[src/logic/ucm_pkg.sv]
package ucm_pkg;

    // ************************************************************
    // Timing
    // ************************************************************
    localparam int CLK_HZ           = 10_000_000;
    localparam int ATTACH_DEB_US    = 150;
    localparam int ATTACH_DEB_CYC   = (ATTACH_DEB_US * (CLK_HZ / 1_000_000));
    localparam int STARTUP_US       = 100;
    localparam int STARTUP_CYC      = (STARTUP_US * (CLK_HZ / 1_000_000));
    localparam int HV_MODE_US       = 1000;
    localparam int HV_MODE_CYC      = (HV_MODE_US * (CLK_HZ / 1_000_000));
    localparam int SYNC_LOSS_CYC    = 64;
    localparam int CNT_W            = 16;

    // ************************************************************
    // Charging modes and advertisement
    // ************************************************************
    typedef enum logic [1:0] {
        UCM_CHG_NONE,
        UCM_CHG_SDP,
        UCM_CHG_CDP,
        UCM_CHG_DCP
    } ucm_chg_t;

    localparam logic [1:0] ADV_DEFAULT = 2'h0;
    localparam logic [1:0] ADV_1A5     = 2'h1;
    localparam logic [1:0] ADV_3A      = 2'h2;

    // DCP-auto line scheme encodings
    localparam logic [1:0] DCP_DIV3    = 2'h0;
    localparam logic [1:0] DCP_1V2     = 2'h1;
    localparam logic [1:0] DCP_SHORT   = 2'h2;

    // Reset values
    localparam logic       RST_OFF     = 1'b0;
    localparam logic       RST_LOCK    = 1'b1;
    localparam logic [2:0] SYNC_RST    = 3'h0;

endpackage

[src/logic/ucm_mode_ctrl.sv]
`timescale 1ns/1ps

module ucm_mode_ctrl #(
    parameter bit THERM_VARIANT  = 1'b0,
    parameter int ATTACH_DEB     = ucm_pkg::ATTACH_DEB_CYC,
    parameter int STARTUP        = ucm_pkg::STARTUP_CYC,
    parameter int HV_HOLD        = ucm_pkg::HV_MODE_CYC
) (
    // Clock and reset
    input  wire logic       clk_sys,
    input  wire logic       rst_b,
    // Supply and enable pins
    input  wire logic       enable_in,
    input  wire logic       vin_undervoltage_lockout,
    input  wire logic       vcc_undervoltage_lockout,
    // CC line comparators
    input  wire logic       cc1_rd_det,
    input  wire logic       cc2_rd_det,
    input  wire logic       cc1_ra_det,
    input  wire logic       cc2_ra_det,
    // Charging mode control pins
    input  wire logic       charge_mode_select_a,
    input  wire logic       charge_mode_select_b,
    // Data line sense for DCP-auto
    input  wire logic       dline_pull_det,
    // Frequency set / sync pin
    input  wire logic       freq_set_sync_input,
    // Regulator control
    output logic            buck_enable,
    output logic            forced_continuous_pwm,
    output logic            spread_spectrum_en,
    output logic            sync_locked,
    output logic            load_switch_gate_drive,
    // Port outputs
    output logic            vconn_cc1_en,
    output logic            vconn_cc2_en,
    output logic [1:0]      cc_adv_level,
    output ucm_pkg::ucm_chg_t chg_mode,
    output logic [1:0]      dcp_scheme,
    output logic            data_switch_en,
    output logic            load_detect_output,
    output logic            plug_orientation_output
);
    import ucm_pkg::*;

    // ************************************************************
    // State
    // ************************************************************
    typedef enum logic [2:0] {
        UCM_SHUTDOWN,
        UCM_STARTUP,
        UCM_STANDBY,
        UCM_DEBOUNCE,
        UCM_ACTIVE
    } ucm_state_t;

    typedef enum logic [1:0] {
        UCM_D_DIV3,
        UCM_D_1V2,
        UCM_D_SHORT
    } ucm_dcp_t;

    ucm_state_t      state_r;
    ucm_dcp_t        dcp_r;
    logic [CNT_W-1:0] cnt_r;
    logic [CNT_W-1:0] hv_cnt_r;
    logic [CNT_W-1:0] sync_cnt_r;
    logic [2:0]      en_sy_r;
    logic [2:0]      uvi_sy_r;
    logic [2:0]      uvc_sy_r;
    logic [2:0]      rd1_sy_r;
    logic [2:0]      rd2_sy_r;
    logic [2:0]      ra1_sy_r;
    logic [2:0]      ra2_sy_r;
    logic [2:0]      ma_sy_r;
    logic [2:0]      mb_sy_r;
    logic [2:0]      dl_sy_r;
    logic [2:0]      syn_sy_r;
    logic            en_q, uvi_q, uvc_q, rd1_q, rd2_q, ra1_q, ra2_q;
    logic            ma_q, mb_q, dl_q, syn_q, syn_prev_r;
    logic            det_prev_r;
    logic            run_ok;
    logic            sink_det;
    ucm_chg_t        mode_nxt;
    logic [1:0]      adv_nxt;

    // Filtered level: changes only once second and third stage agree
    function automatic logic filt(input logic [2:0] s, input logic q);
        filt = (s[1] == s[2]) ? s[2] : q;
    endfunction

    // ************************************************************
    // Pin synchronisers
    // ************************************************************
    always_ff @(posedge clk_sys) begin
        if (!rst_b) begin
            en_sy_r  <= SYNC_RST;
            uvi_sy_r <= SYNC_RST;
            uvc_sy_r <= SYNC_RST;
            rd1_sy_r <= SYNC_RST;
            rd2_sy_r <= SYNC_RST;
            ra1_sy_r <= SYNC_RST;
            ra2_sy_r <= SYNC_RST;
            ma_sy_r  <= SYNC_RST;
            mb_sy_r  <= SYNC_RST;
            dl_sy_r  <= SYNC_RST;
            syn_sy_r <= SYNC_RST;
        end else begin
            en_sy_r  <= {en_sy_r[1:0], enable_in};
            uvi_sy_r <= {uvi_sy_r[1:0], vin_undervoltage_lockout};
            uvc_sy_r <= {uvc_sy_r[1:0], vcc_undervoltage_lockout};
            rd1_sy_r <= {rd1_sy_r[1:0], cc1_rd_det};
            rd2_sy_r <= {rd2_sy_r[1:0], cc2_rd_det};
            ra1_sy_r <= {ra1_sy_r[1:0], cc1_ra_det};
            ra2_sy_r <= {ra2_sy_r[1:0], cc2_ra_det};
            ma_sy_r  <= {ma_sy_r[1:0], charge_mode_select_a};
            mb_sy_r  <= {mb_sy_r[1:0], charge_mode_select_b};
            dl_sy_r  <= {dl_sy_r[1:0], dline_pull_det};
            syn_sy_r <= {syn_sy_r[1:0], freq_set_sync_input};
        end
    end

    // Filtered levels; lockouts reset to asserted so nothing runs early
    always_ff @(posedge clk_sys) begin
        if (!rst_b) begin
            en_q  <= RST_OFF;
            uvi_q <= RST_LOCK;
            uvc_q <= RST_LOCK;
            rd1_q <= RST_OFF;
            rd2_q <= RST_OFF;
            ra1_q <= RST_OFF;
            ra2_q <= RST_OFF;
            ma_q  <= RST_OFF;
            mb_q  <= RST_OFF;
            dl_q  <= RST_OFF;
            syn_q <= RST_OFF;
        end else begin
            en_q  <= filt(en_sy_r, en_q);
            uvi_q <= filt(uvi_sy_r, uvi_q);
            uvc_q <= filt(uvc_sy_r, uvc_q);
            rd1_q <= filt(rd1_sy_r, rd1_q);
            rd2_q <= filt(rd2_sy_r, rd2_q);
            ra1_q <= filt(ra1_sy_r, ra1_q);
            ra2_q <= filt(ra2_sy_r, ra2_q);
            ma_q  <= filt(ma_sy_r, ma_q);
            mb_q  <= filt(mb_sy_r, mb_q);
            dl_q  <= filt(dl_sy_r, dl_q);
            syn_q <= filt(syn_sy_r, syn_q);
        end
    end

    assign run_ok   = en_q && !uvi_q && !uvc_q;
    assign sink_det = rd1_q || rd2_q;

    // ************************************************************
    // Power mode sequencer
    // ************************************************************
    always_ff @(posedge clk_sys) begin
        if (!rst_b) begin
            state_r    <= UCM_SHUTDOWN;
            cnt_r      <= '0;
            det_prev_r <= RST_OFF;
        end else begin
            det_prev_r <= sink_det;
            if (!run_ok) begin
                state_r <= UCM_SHUTDOWN;
                cnt_r   <= '0;
            end else begin
                case (state_r)
                    UCM_SHUTDOWN: begin
                        // Enable sampled once input supply is good
                        state_r <= UCM_STARTUP;
                        cnt_r   <= '0;
                    end
                    UCM_STARTUP: begin
                        if (cnt_r >= CNT_W'(STARTUP - 1)) begin
                            state_r <= UCM_STANDBY;
                            cnt_r   <= '0;
                        end else begin
                            cnt_r <= cnt_r + 1'b1;
                        end
                    end
                    UCM_STANDBY: begin
                        cnt_r <= '0;
                        if (sink_det) begin
                            state_r <= UCM_DEBOUNCE;
                        end
                    end
                    UCM_DEBOUNCE: begin
                        if (!sink_det) begin
                            state_r <= UCM_STANDBY;
                            cnt_r   <= '0;
                        end else if (sink_det != det_prev_r) begin
                            cnt_r <= '0;
                        end else if (cnt_r >= CNT_W'(ATTACH_DEB - 1)) begin
                            state_r <= UCM_ACTIVE;
                            cnt_r   <= '0;
                        end else begin
                            cnt_r <= cnt_r + 1'b1;
                        end
                    end
                    UCM_ACTIVE: begin
                        if (!sink_det) begin
                            state_r <= UCM_STANDBY;
                        end
                    end
                    default: state_r <= UCM_SHUTDOWN;
                endcase
            end
        end
    end

    // ************************************************************
    // Charging mode decode
    // ************************************************************
    always_comb begin
        mode_nxt = UCM_CHG_NONE;
        adv_nxt  = ADV_DEFAULT;
        // Reserved codes advertise default and pick no charging mode
        case ({ma_q, mb_q})
            2'h2: begin
                mode_nxt = UCM_CHG_SDP;
                adv_nxt  = ADV_1A5;
            end
            2'h3: begin
                mode_nxt = UCM_CHG_CDP;
                adv_nxt  = ADV_3A;
            end
            2'h1: begin
                if (THERM_VARIANT) begin
                    mode_nxt = UCM_CHG_DCP;
                    adv_nxt  = ADV_3A;
                end
            end
            default: begin
                mode_nxt = UCM_CHG_NONE;
                adv_nxt  = ADV_DEFAULT;
            end
        endcase
    end

    // Advertisement stays on while powered; charge mode only once active
    always_ff @(posedge clk_sys) begin
        if (!rst_b) begin
            cc_adv_level <= ADV_DEFAULT;
            chg_mode     <= UCM_CHG_NONE;
        end else begin
            cc_adv_level <= (state_r != UCM_SHUTDOWN) ? adv_nxt : ADV_DEFAULT;
            // Type-C first, charging behaviour after attach
            chg_mode <= (state_r == UCM_ACTIVE) ? mode_nxt : UCM_CHG_NONE;
        end
    end

    // ************************************************************
    // DCP-auto line scheme machine
    // ************************************************************
    always_ff @(posedge clk_sys) begin
        if (!rst_b) begin
            dcp_r    <= UCM_D_DIV3;
            hv_cnt_r <= '0;
        end else if (chg_mode != UCM_CHG_DCP) begin
            dcp_r    <= UCM_D_DIV3;
            hv_cnt_r <= '0;
        end else begin
            case (dcp_r)
                UCM_D_DIV3: begin
                    hv_cnt_r <= '0;
                    if (dl_q) begin
                        dcp_r <= UCM_D_1V2;
                    end
                end
                UCM_D_1V2: begin
                    if (!dl_q) begin
                        dcp_r <= UCM_D_DIV3;
                    end else if (hv_cnt_r >= CNT_W'(HV_HOLD - 1)) begin
                        dcp_r <= UCM_D_SHORT;
                    end else begin
                        hv_cnt_r <= hv_cnt_r + 1'b1;
                    end
                end
                UCM_D_SHORT: begin
                    if (!dl_q) begin
                        dcp_r <= UCM_D_DIV3;
                    end
                end
                default: dcp_r <= UCM_D_DIV3;
            endcase
        end
    end

    always_ff @(posedge clk_sys) begin
        if (!rst_b) begin
            dcp_scheme <= DCP_DIV3;
        end else begin
            case (dcp_r)
                UCM_D_1V2:   dcp_scheme <= DCP_1V2;
                UCM_D_SHORT: dcp_scheme <= DCP_SHORT;
                default:     dcp_scheme <= DCP_DIV3;
            endcase
        end
    end

    // ************************************************************
    // External sync detection
    // ************************************************************
    // Lock holds while edges keep arriving; falls back to own oscillator
    always_ff @(posedge clk_sys) begin
        if (!rst_b) begin
            syn_prev_r  <= RST_OFF;
            sync_cnt_r  <= '0;
            sync_locked <= RST_OFF;
        end else begin
            syn_prev_r <= syn_q;
            if (syn_q && !syn_prev_r) begin
                sync_cnt_r  <= '0;
                sync_locked <= 1'b1;
            end else if (sync_cnt_r >= CNT_W'(SYNC_LOSS_CYC)) begin
                sync_locked <= RST_OFF;
            end else begin
                sync_cnt_r <= sync_cnt_r + 1'b1;
            end
        end
    end

    // ************************************************************
    // Power and port outputs
    // ************************************************************
    // Gate turns on one cycle after buck and off with it or one cycle later, so the switch never leads
    always_ff @(posedge clk_sys) begin
        if (!rst_b) begin
            buck_enable            <= RST_OFF;
            forced_continuous_pwm  <= RST_OFF;
            spread_spectrum_en     <= RST_OFF;
            load_switch_gate_drive <= RST_OFF;
        end else begin
            buck_enable            <= (state_r == UCM_ACTIVE) && run_ok;
            forced_continuous_pwm  <= (state_r == UCM_ACTIVE);
            spread_spectrum_en     <= (state_r == UCM_ACTIVE);
            load_switch_gate_drive <= buck_enable && (state_r == UCM_ACTIVE);
        end
    end

    // VCONN only to the line opposite the sink carrying a cable plug
    always_ff @(posedge clk_sys) begin
        if (!rst_b) begin
            vconn_cc1_en            <= RST_OFF;
            vconn_cc2_en            <= RST_OFF;
            data_switch_en          <= RST_OFF;
            load_detect_output      <= RST_OFF;
            plug_orientation_output <= RST_OFF;
        end else begin
            // Lockout or enable loss drops VCONN at once, together with the buck
            vconn_cc1_en <= (state_r == UCM_ACTIVE) && run_ok && rd2_q && ra1_q;
            vconn_cc2_en <= (state_r == UCM_ACTIVE) && run_ok && rd1_q && ra2_q;
            data_switch_en <= !THERM_VARIANT && (state_r == UCM_ACTIVE) && en_q
                              && ((mode_nxt == UCM_CHG_SDP) || (mode_nxt == UCM_CHG_CDP));
            load_detect_output      <= (state_r == UCM_ACTIVE);
            plug_orientation_output <= (state_r == UCM_ACTIVE) && rd2_q && !rd1_q;
        end
    end

endmodule

[config.mk]
export PLATFORM = sky130hd
export DESIGN_NAME = ucm_mode_ctrl
export DESIGN_NICKNAME = d
export VERILOG_FILES = /design/src/logic/ucm_pkg.sv /design/src/logic/ucm_mode_ctrl.sv
export SDC_FILE = /design/constraint.sdc
export NUM_CORES = 1
export LEC_CHECK = 0
export BUFFER_PORTS_ARGS = -buffer_cell sky130_fd_sc_hd__buf_2
export CORE_MARGIN = 4
export CORE_UTILIZATION = 40
export DETAILED_ROUTE_END_ITERATION = 16
export PLACE_DENSITY = 0.69
export SYNTH_ARGS = -nofsm -noshare
export SYNTH_HDL_FRONTEND = slang
export SYNTH_SLANG_ARGS = --single-unit
[constraint.sdc]
create_clock -name clk_sys -period 5.59 [get_ports clk_sys]
set_clock_uncertainty 0.05 [all_clocks]
set_input_delay 0.8385 -clock clk_sys [delete_from_list [all_inputs] [get_ports clk_sys]]
set_output_delay 0.8385 -clock clk_sys [all_outputs]
set_load 0.1 [all_outputs]
* Yosys cells after proc, flatten, opt, wreduce, memory -nomap -nowiden
Cells that the tools add are included. Widths: inputs -> output; s select.
Word-level totals: flip-flop bits (word level) 113, input bits 13, output and inout port bits 16, logic and storage cells 139
Cells by class: $add $sub $neg 3, $lt $le $gt $ge 4, equal/unequal tests 33, mux-type cells 24, bitwise gates (word level) 1, reduce and logical (&&, ||, !) cells 34
Operators with widths (count):
- $mux 16 | 6
- $add 16x1->16 const B | 3
- $pmux 16 s3 | 1
- $pmux 16 s2 | 1
- $mux 3 | 6
- $ge 16x10->1 const B | 1
- $ge 16x11->1 const B | 1
- $ge 16x14->1 const B | 1
- $ge 16x7->1 const B | 1
- $ne 2x2->1 const B | 8
- $pmux 3 s5 | 1
- $logic_and 1x1->1 | 13
- $eq 1x1->1 | 11
- $ne 3x3->1 const B | 3
- $eq 2x2->1 const B | 4
- $mux 2 | 4
- $pmux 2 s2 | 2
- $eq 3x2->1 const B | 2
- $pmux 2 s3 | 1
- $reduce_and 2->1 | 3
- $reduce_and 3->1 | 2
- $reduce_bool 3->1 | 2
- $reduce_or 2->1 | 3
- $reduce_and 5->1 | 1
- 11 further kinds | 18

* Logic depth before layout (Yosys ltp)
word-level depth 6, depth in mapped cells 8, gate-level depth less buffers 8

* Worst setup path after synthesis
OpenSTA, ideal clock, no wires.
path kind flip-flop to flip-flop, from register chg_mode[1], to register hv_cnt_r[7], library setup time 0.059 ns, arrival time 2.274 ns, data required time 5.481 ns, path slack 3.207 ns, stages on the path, launching flop included 6, buffers on the path 1, clock period less this slack 2.383 ns, cells stage by stage dfxtp_1 > nand3_1 > or2_2 > clkbuf_1 > or4_1 > nand2_1
Between the ends: word-level cells in the longest chain between the ends 2
Ends and longest elaborated chain:
- start, declared | RTL line ucm_mode_ctrl.sv:38 | output ucm_pkg::ucm_chg_t chg_mode,
- start signal, assigned | RTL line ucm_mode_ctrl.sv:250 | chg_mode <= (state_r == UCM_ACTIVE) ? mode_nxt : UCM_CHG_NONE;
- $ne 2x2->1 | RTL line ucm_mode_ctrl.sv:261 | end else if (chg_mode != UCM_CHG_DCP) begin
- $reduce_or 2->1 (no source line)
- end signal, assigned | RTL line ucm_mode_ctrl.sv:278 | hv_cnt_r <= hv_cnt_r + 1'b1;
- end, declared | RTL line ucm_mode_ctrl.sv:66 | logic [CNT_W-1:0] hv_cnt_r;
Every way passes these cells. A chain may end at the register's enable or synchronous reset.

* Worst setup path after layout
from input rst_b, to register hv_cnt_r[7]
Between the ends: word-level cells in the longest chain between the ends 2
Ends and longest elaborated chain:
- start, declared | RTL line ucm_mode_ctrl.sv:11 | input wire logic rst_b,
- $not 1->1 (no source line)
- $reduce_or 2->1 (no source line)
Every way passes these cells.

==> summary.txt <==
Finish
  – Register area: 2260 sq um
  – Commonest non-fill, non-tap cell in the layout: dfxtp_1
  – Layout cells sized above 1: 0.140
  – Number of fill cells: 946
  – ANT cells: 0
  – Commonest cells after routing, fill and taps aside: dfxtp_1, nor2_1, and2_1, nand2_1, buf_2
  – Layout area overhead: 20.0%
  – # nets final: 492
  – Multi-input logic area: 1790 sq um

Setup path
  – Critical Path AT: 2680 ps
  – Crit path from: rst_b
  – Cell family with most CP delay: simple AND/OR/NAND/NOR gates
  – CP Cell Sequence: buf_2 > nand3_1 > or2_2 > or4_1 > nand2_1
  – Highest-delay cell along the critical path: buf_2
  – CP max stage delay: 520 ps
  – Crit. End Element: flop
  – R2r startpoint: hv_cnt_r[5]
  – Worst-path fanout max: 52
  – CP startpoint kind: primary input
  – CP bufs+invs: 1
  – Critical path class: in2reg
  – CP Data Required Time: 5990 ps

Yosys
  – Yosys reg bits: 113
  – Ys flop type: dfxtp_1
  – Netlist cell types: 42
  – Number of flops mapped to enable cells by yosys: 0
  – Mean Syn Cell Area: 9.40 sq um
  – Cell area after synthesis: 4180 sq um
  – Synth Warn #: 0
  – Sequential area share after synthesis: 0.541
  – Ys async rst share: 0
  – Synth Instances: 445
  – Synthesized Nets: 463

Timing
  – RSZ-0062 raised after global routing: false
  – Slew @ Worst Pin: 676 ps
  – Achievable frequency: 439 MHz
  – Slew margin rel.: 0.549
  – Post-route setup TNS: 0 ps
  – Final hold violation count: 0
  – Fin. max-slew vios: 0
  – Setup violations, final: 0
  – Period utilisation layout: 0.408
  – Period minus WS final: 2280 ps

Route
  – Via/cell ratio: 4.93
  – DR iter-0 viols: 161
  – Drt drc: 0
  – DRT antenna net count: 0
  – DR pass1 iterations: 5
  – WL final: 7.49 mm
  – Drt wl/cell: 12.0 microns
  – Total vias in the final route: 3072

Floorplanning
  – Chip width: 110 microns
  – Die H: 110 microns
  – I/O pins: 29
  – Core area: 10300 sq um
  – Core Rows: 37
  – Starting Density: 0.407
  – Die area: 12200 sq um

Clock tree
  – Clk_lat worst skew: 510 ps
  – CTS Buf Count: 17
  – Clock root buffer: clkbuf_8
  – CTS tree: done
  – CTS Buffer Depth: 2
  – Clk slew on worst S/H paths: 60 ps
  – Post CTS Setup Buffer Count: 0
  – CTS resizes: 0
  – Clock Sinks: 113
  – H-tree Lvls: 4
  – Cts hold-fix bufs: 0

Power and ir drop
  – Power per standard cell area: 383 nW/um^2
  – Max IR drop VDD: 0.231 mV
  – Leakage: 1.94 nW
  – Tot Pwr: 1.92 mW

Placement
  – Port Buf Inserts: 28
  – Final GP Congestion: 0.814
  – Post-DP HPWL: 4.88 mm

GRT
  – Congestion Overflow GR: 0
  – Tot GR Track Use: 0.138
  – First-pass GRT wire length: 13.1 mm
  – Vias in the first global route: 2895
  – Initial antenna violation count: 0
  – Largest net degree at the start of global routing: 53

Hold path
  – Hold path startpoint: ra1_sy_r[0]
  – Worst hold path type: reg2reg

Status
  – Status: completed

Run
  – Max cap viols: 0
final timing paths:
kind | cells after the start | slack (ps) | end
setup / recovery | 5 | 3310 | hv_cnt_r[7]
hold / removal | 1 | 380 | ra1_sy_r[1]
setup reg to reg | 5 | 3480 | hv_cnt_r[8]
hold reg to reg | 1 | 380 | ra1_sy_r[1]
where the power goes:
group          total, mW  switching, mW  internal [mW]  leakage [nW]
registers          0.825        0.00610          0.819         0.917
logic             0.0235         0.0126         0.0110         0.739
clock network       1.07          0.387          0.685         0.287
total               1.92          0.406           1.51          1.94
Yosys cell counts, types with 3 or more instances:
cell type	number	share of area
dfxtp_1	113	0.54
and2_1	39	0.058
nor2_1	39	0.035
nand2_1	34	0.031
a21oi_1	26	0.031
o21ai_0	22	0.026
and3_1	18	0.027
nand3_1	17	0.020
clkbuf_1	15	0.013
inv_1	12	0.011
xor2_1	11	0.023
nand4_1	9	0.013
or3_1	9	0.013
or4_1	7	0.013
xnor2_1	7	0.015
ha_1	5	0.015
nor3_1	5	0.0060
nand2b_1	4	0.0060
nand3b_1	4	0.0072
nor4_1	4	0.0060
o211ai_1	4	0.0072
o21a_1	4	0.0072
a211oi_1	3	0.0054
a31oi_1	3	0.0045
nor3b_1	3	0.0054
nor4b_1	3	0.0063
o31ai_1	3	0.0054
final cells by class:
class | instances | area share
Sequential cell | 113 | 0.451
Multi-Input combinational cell | 301 | 0.358
Clock buffer | 18 | 0.0833
Clock inverter | 14 | 0.0359
Tap cell | 136 | 0.0339
Timing Repair Buffer | 29 | 0.0294
Inverter | 12 | 0.00898
registers in the layout, indices dropped and copies added, names as in the netlist, 2 cells and up:
name / count
dcp_scheme: 2
cc_adv_level: 2
dcp_r: 2
en_sy_r: 3
ra1_sy_r: 3
uvi_sy_r: 3
mb_sy_r: 3
ma_sy_r: 3
dl_sy_r: 3
sync_cnt_r: 16
rd2_sy_r: 3
cnt_r: 16
state_r: 3
hv_cnt_r: 16
rd1_sy_r: 3
chg_mode: 2
ra2_sy_r: 3
syn_sy_r: 3
uvc_sy_r: 3
through the flow:
step                area (sq um)  std cells  utilization  hold slack [ps]  worst slack [ps]
floorplan                   4180        445            -              362              3210
global placement            4420        591        0.430              365              2810
detailed placement          4420        591        0.430              367              2770
CTS                         5020        623        0.488              381              3320
global route                5020        623        0.488              403              3140
finish                      5020        623        0.488              381              3310
routing by layer:
metal / routed length, microns / GRT usage / vias to the layer above
li1: - / - / 1603
met1: 3550 / 0.171 / 1414
met2: 3550 / 0.217 / 42
met3: 279 / 0.0472 / 13
met4: 114 / 0.0660 / 0
met5: 0 / 0 / -
cell families (layout without fill, tap and decap cells):
| group | after synthesis | count (layout) | share of synthesized area |
|---|---|---|---|
| AOI/OAI and AO/OA | 67 | 67 | 0.0912 |
| xor gates and xnor gates | 18 | 18 | 0.0377 |
| adders and majority gates | 5 | 5 | 0.0150 |
| buffers and inverters | 31 | 73 | 0.0302 |
| DFF | 113 | 113 | 0.541 |
| muxes | 2 | 2 | 0.00479 |
| and+or+nand+nor | 209 | 209 | 0.280 |
(Power assumes the default switching activity.)
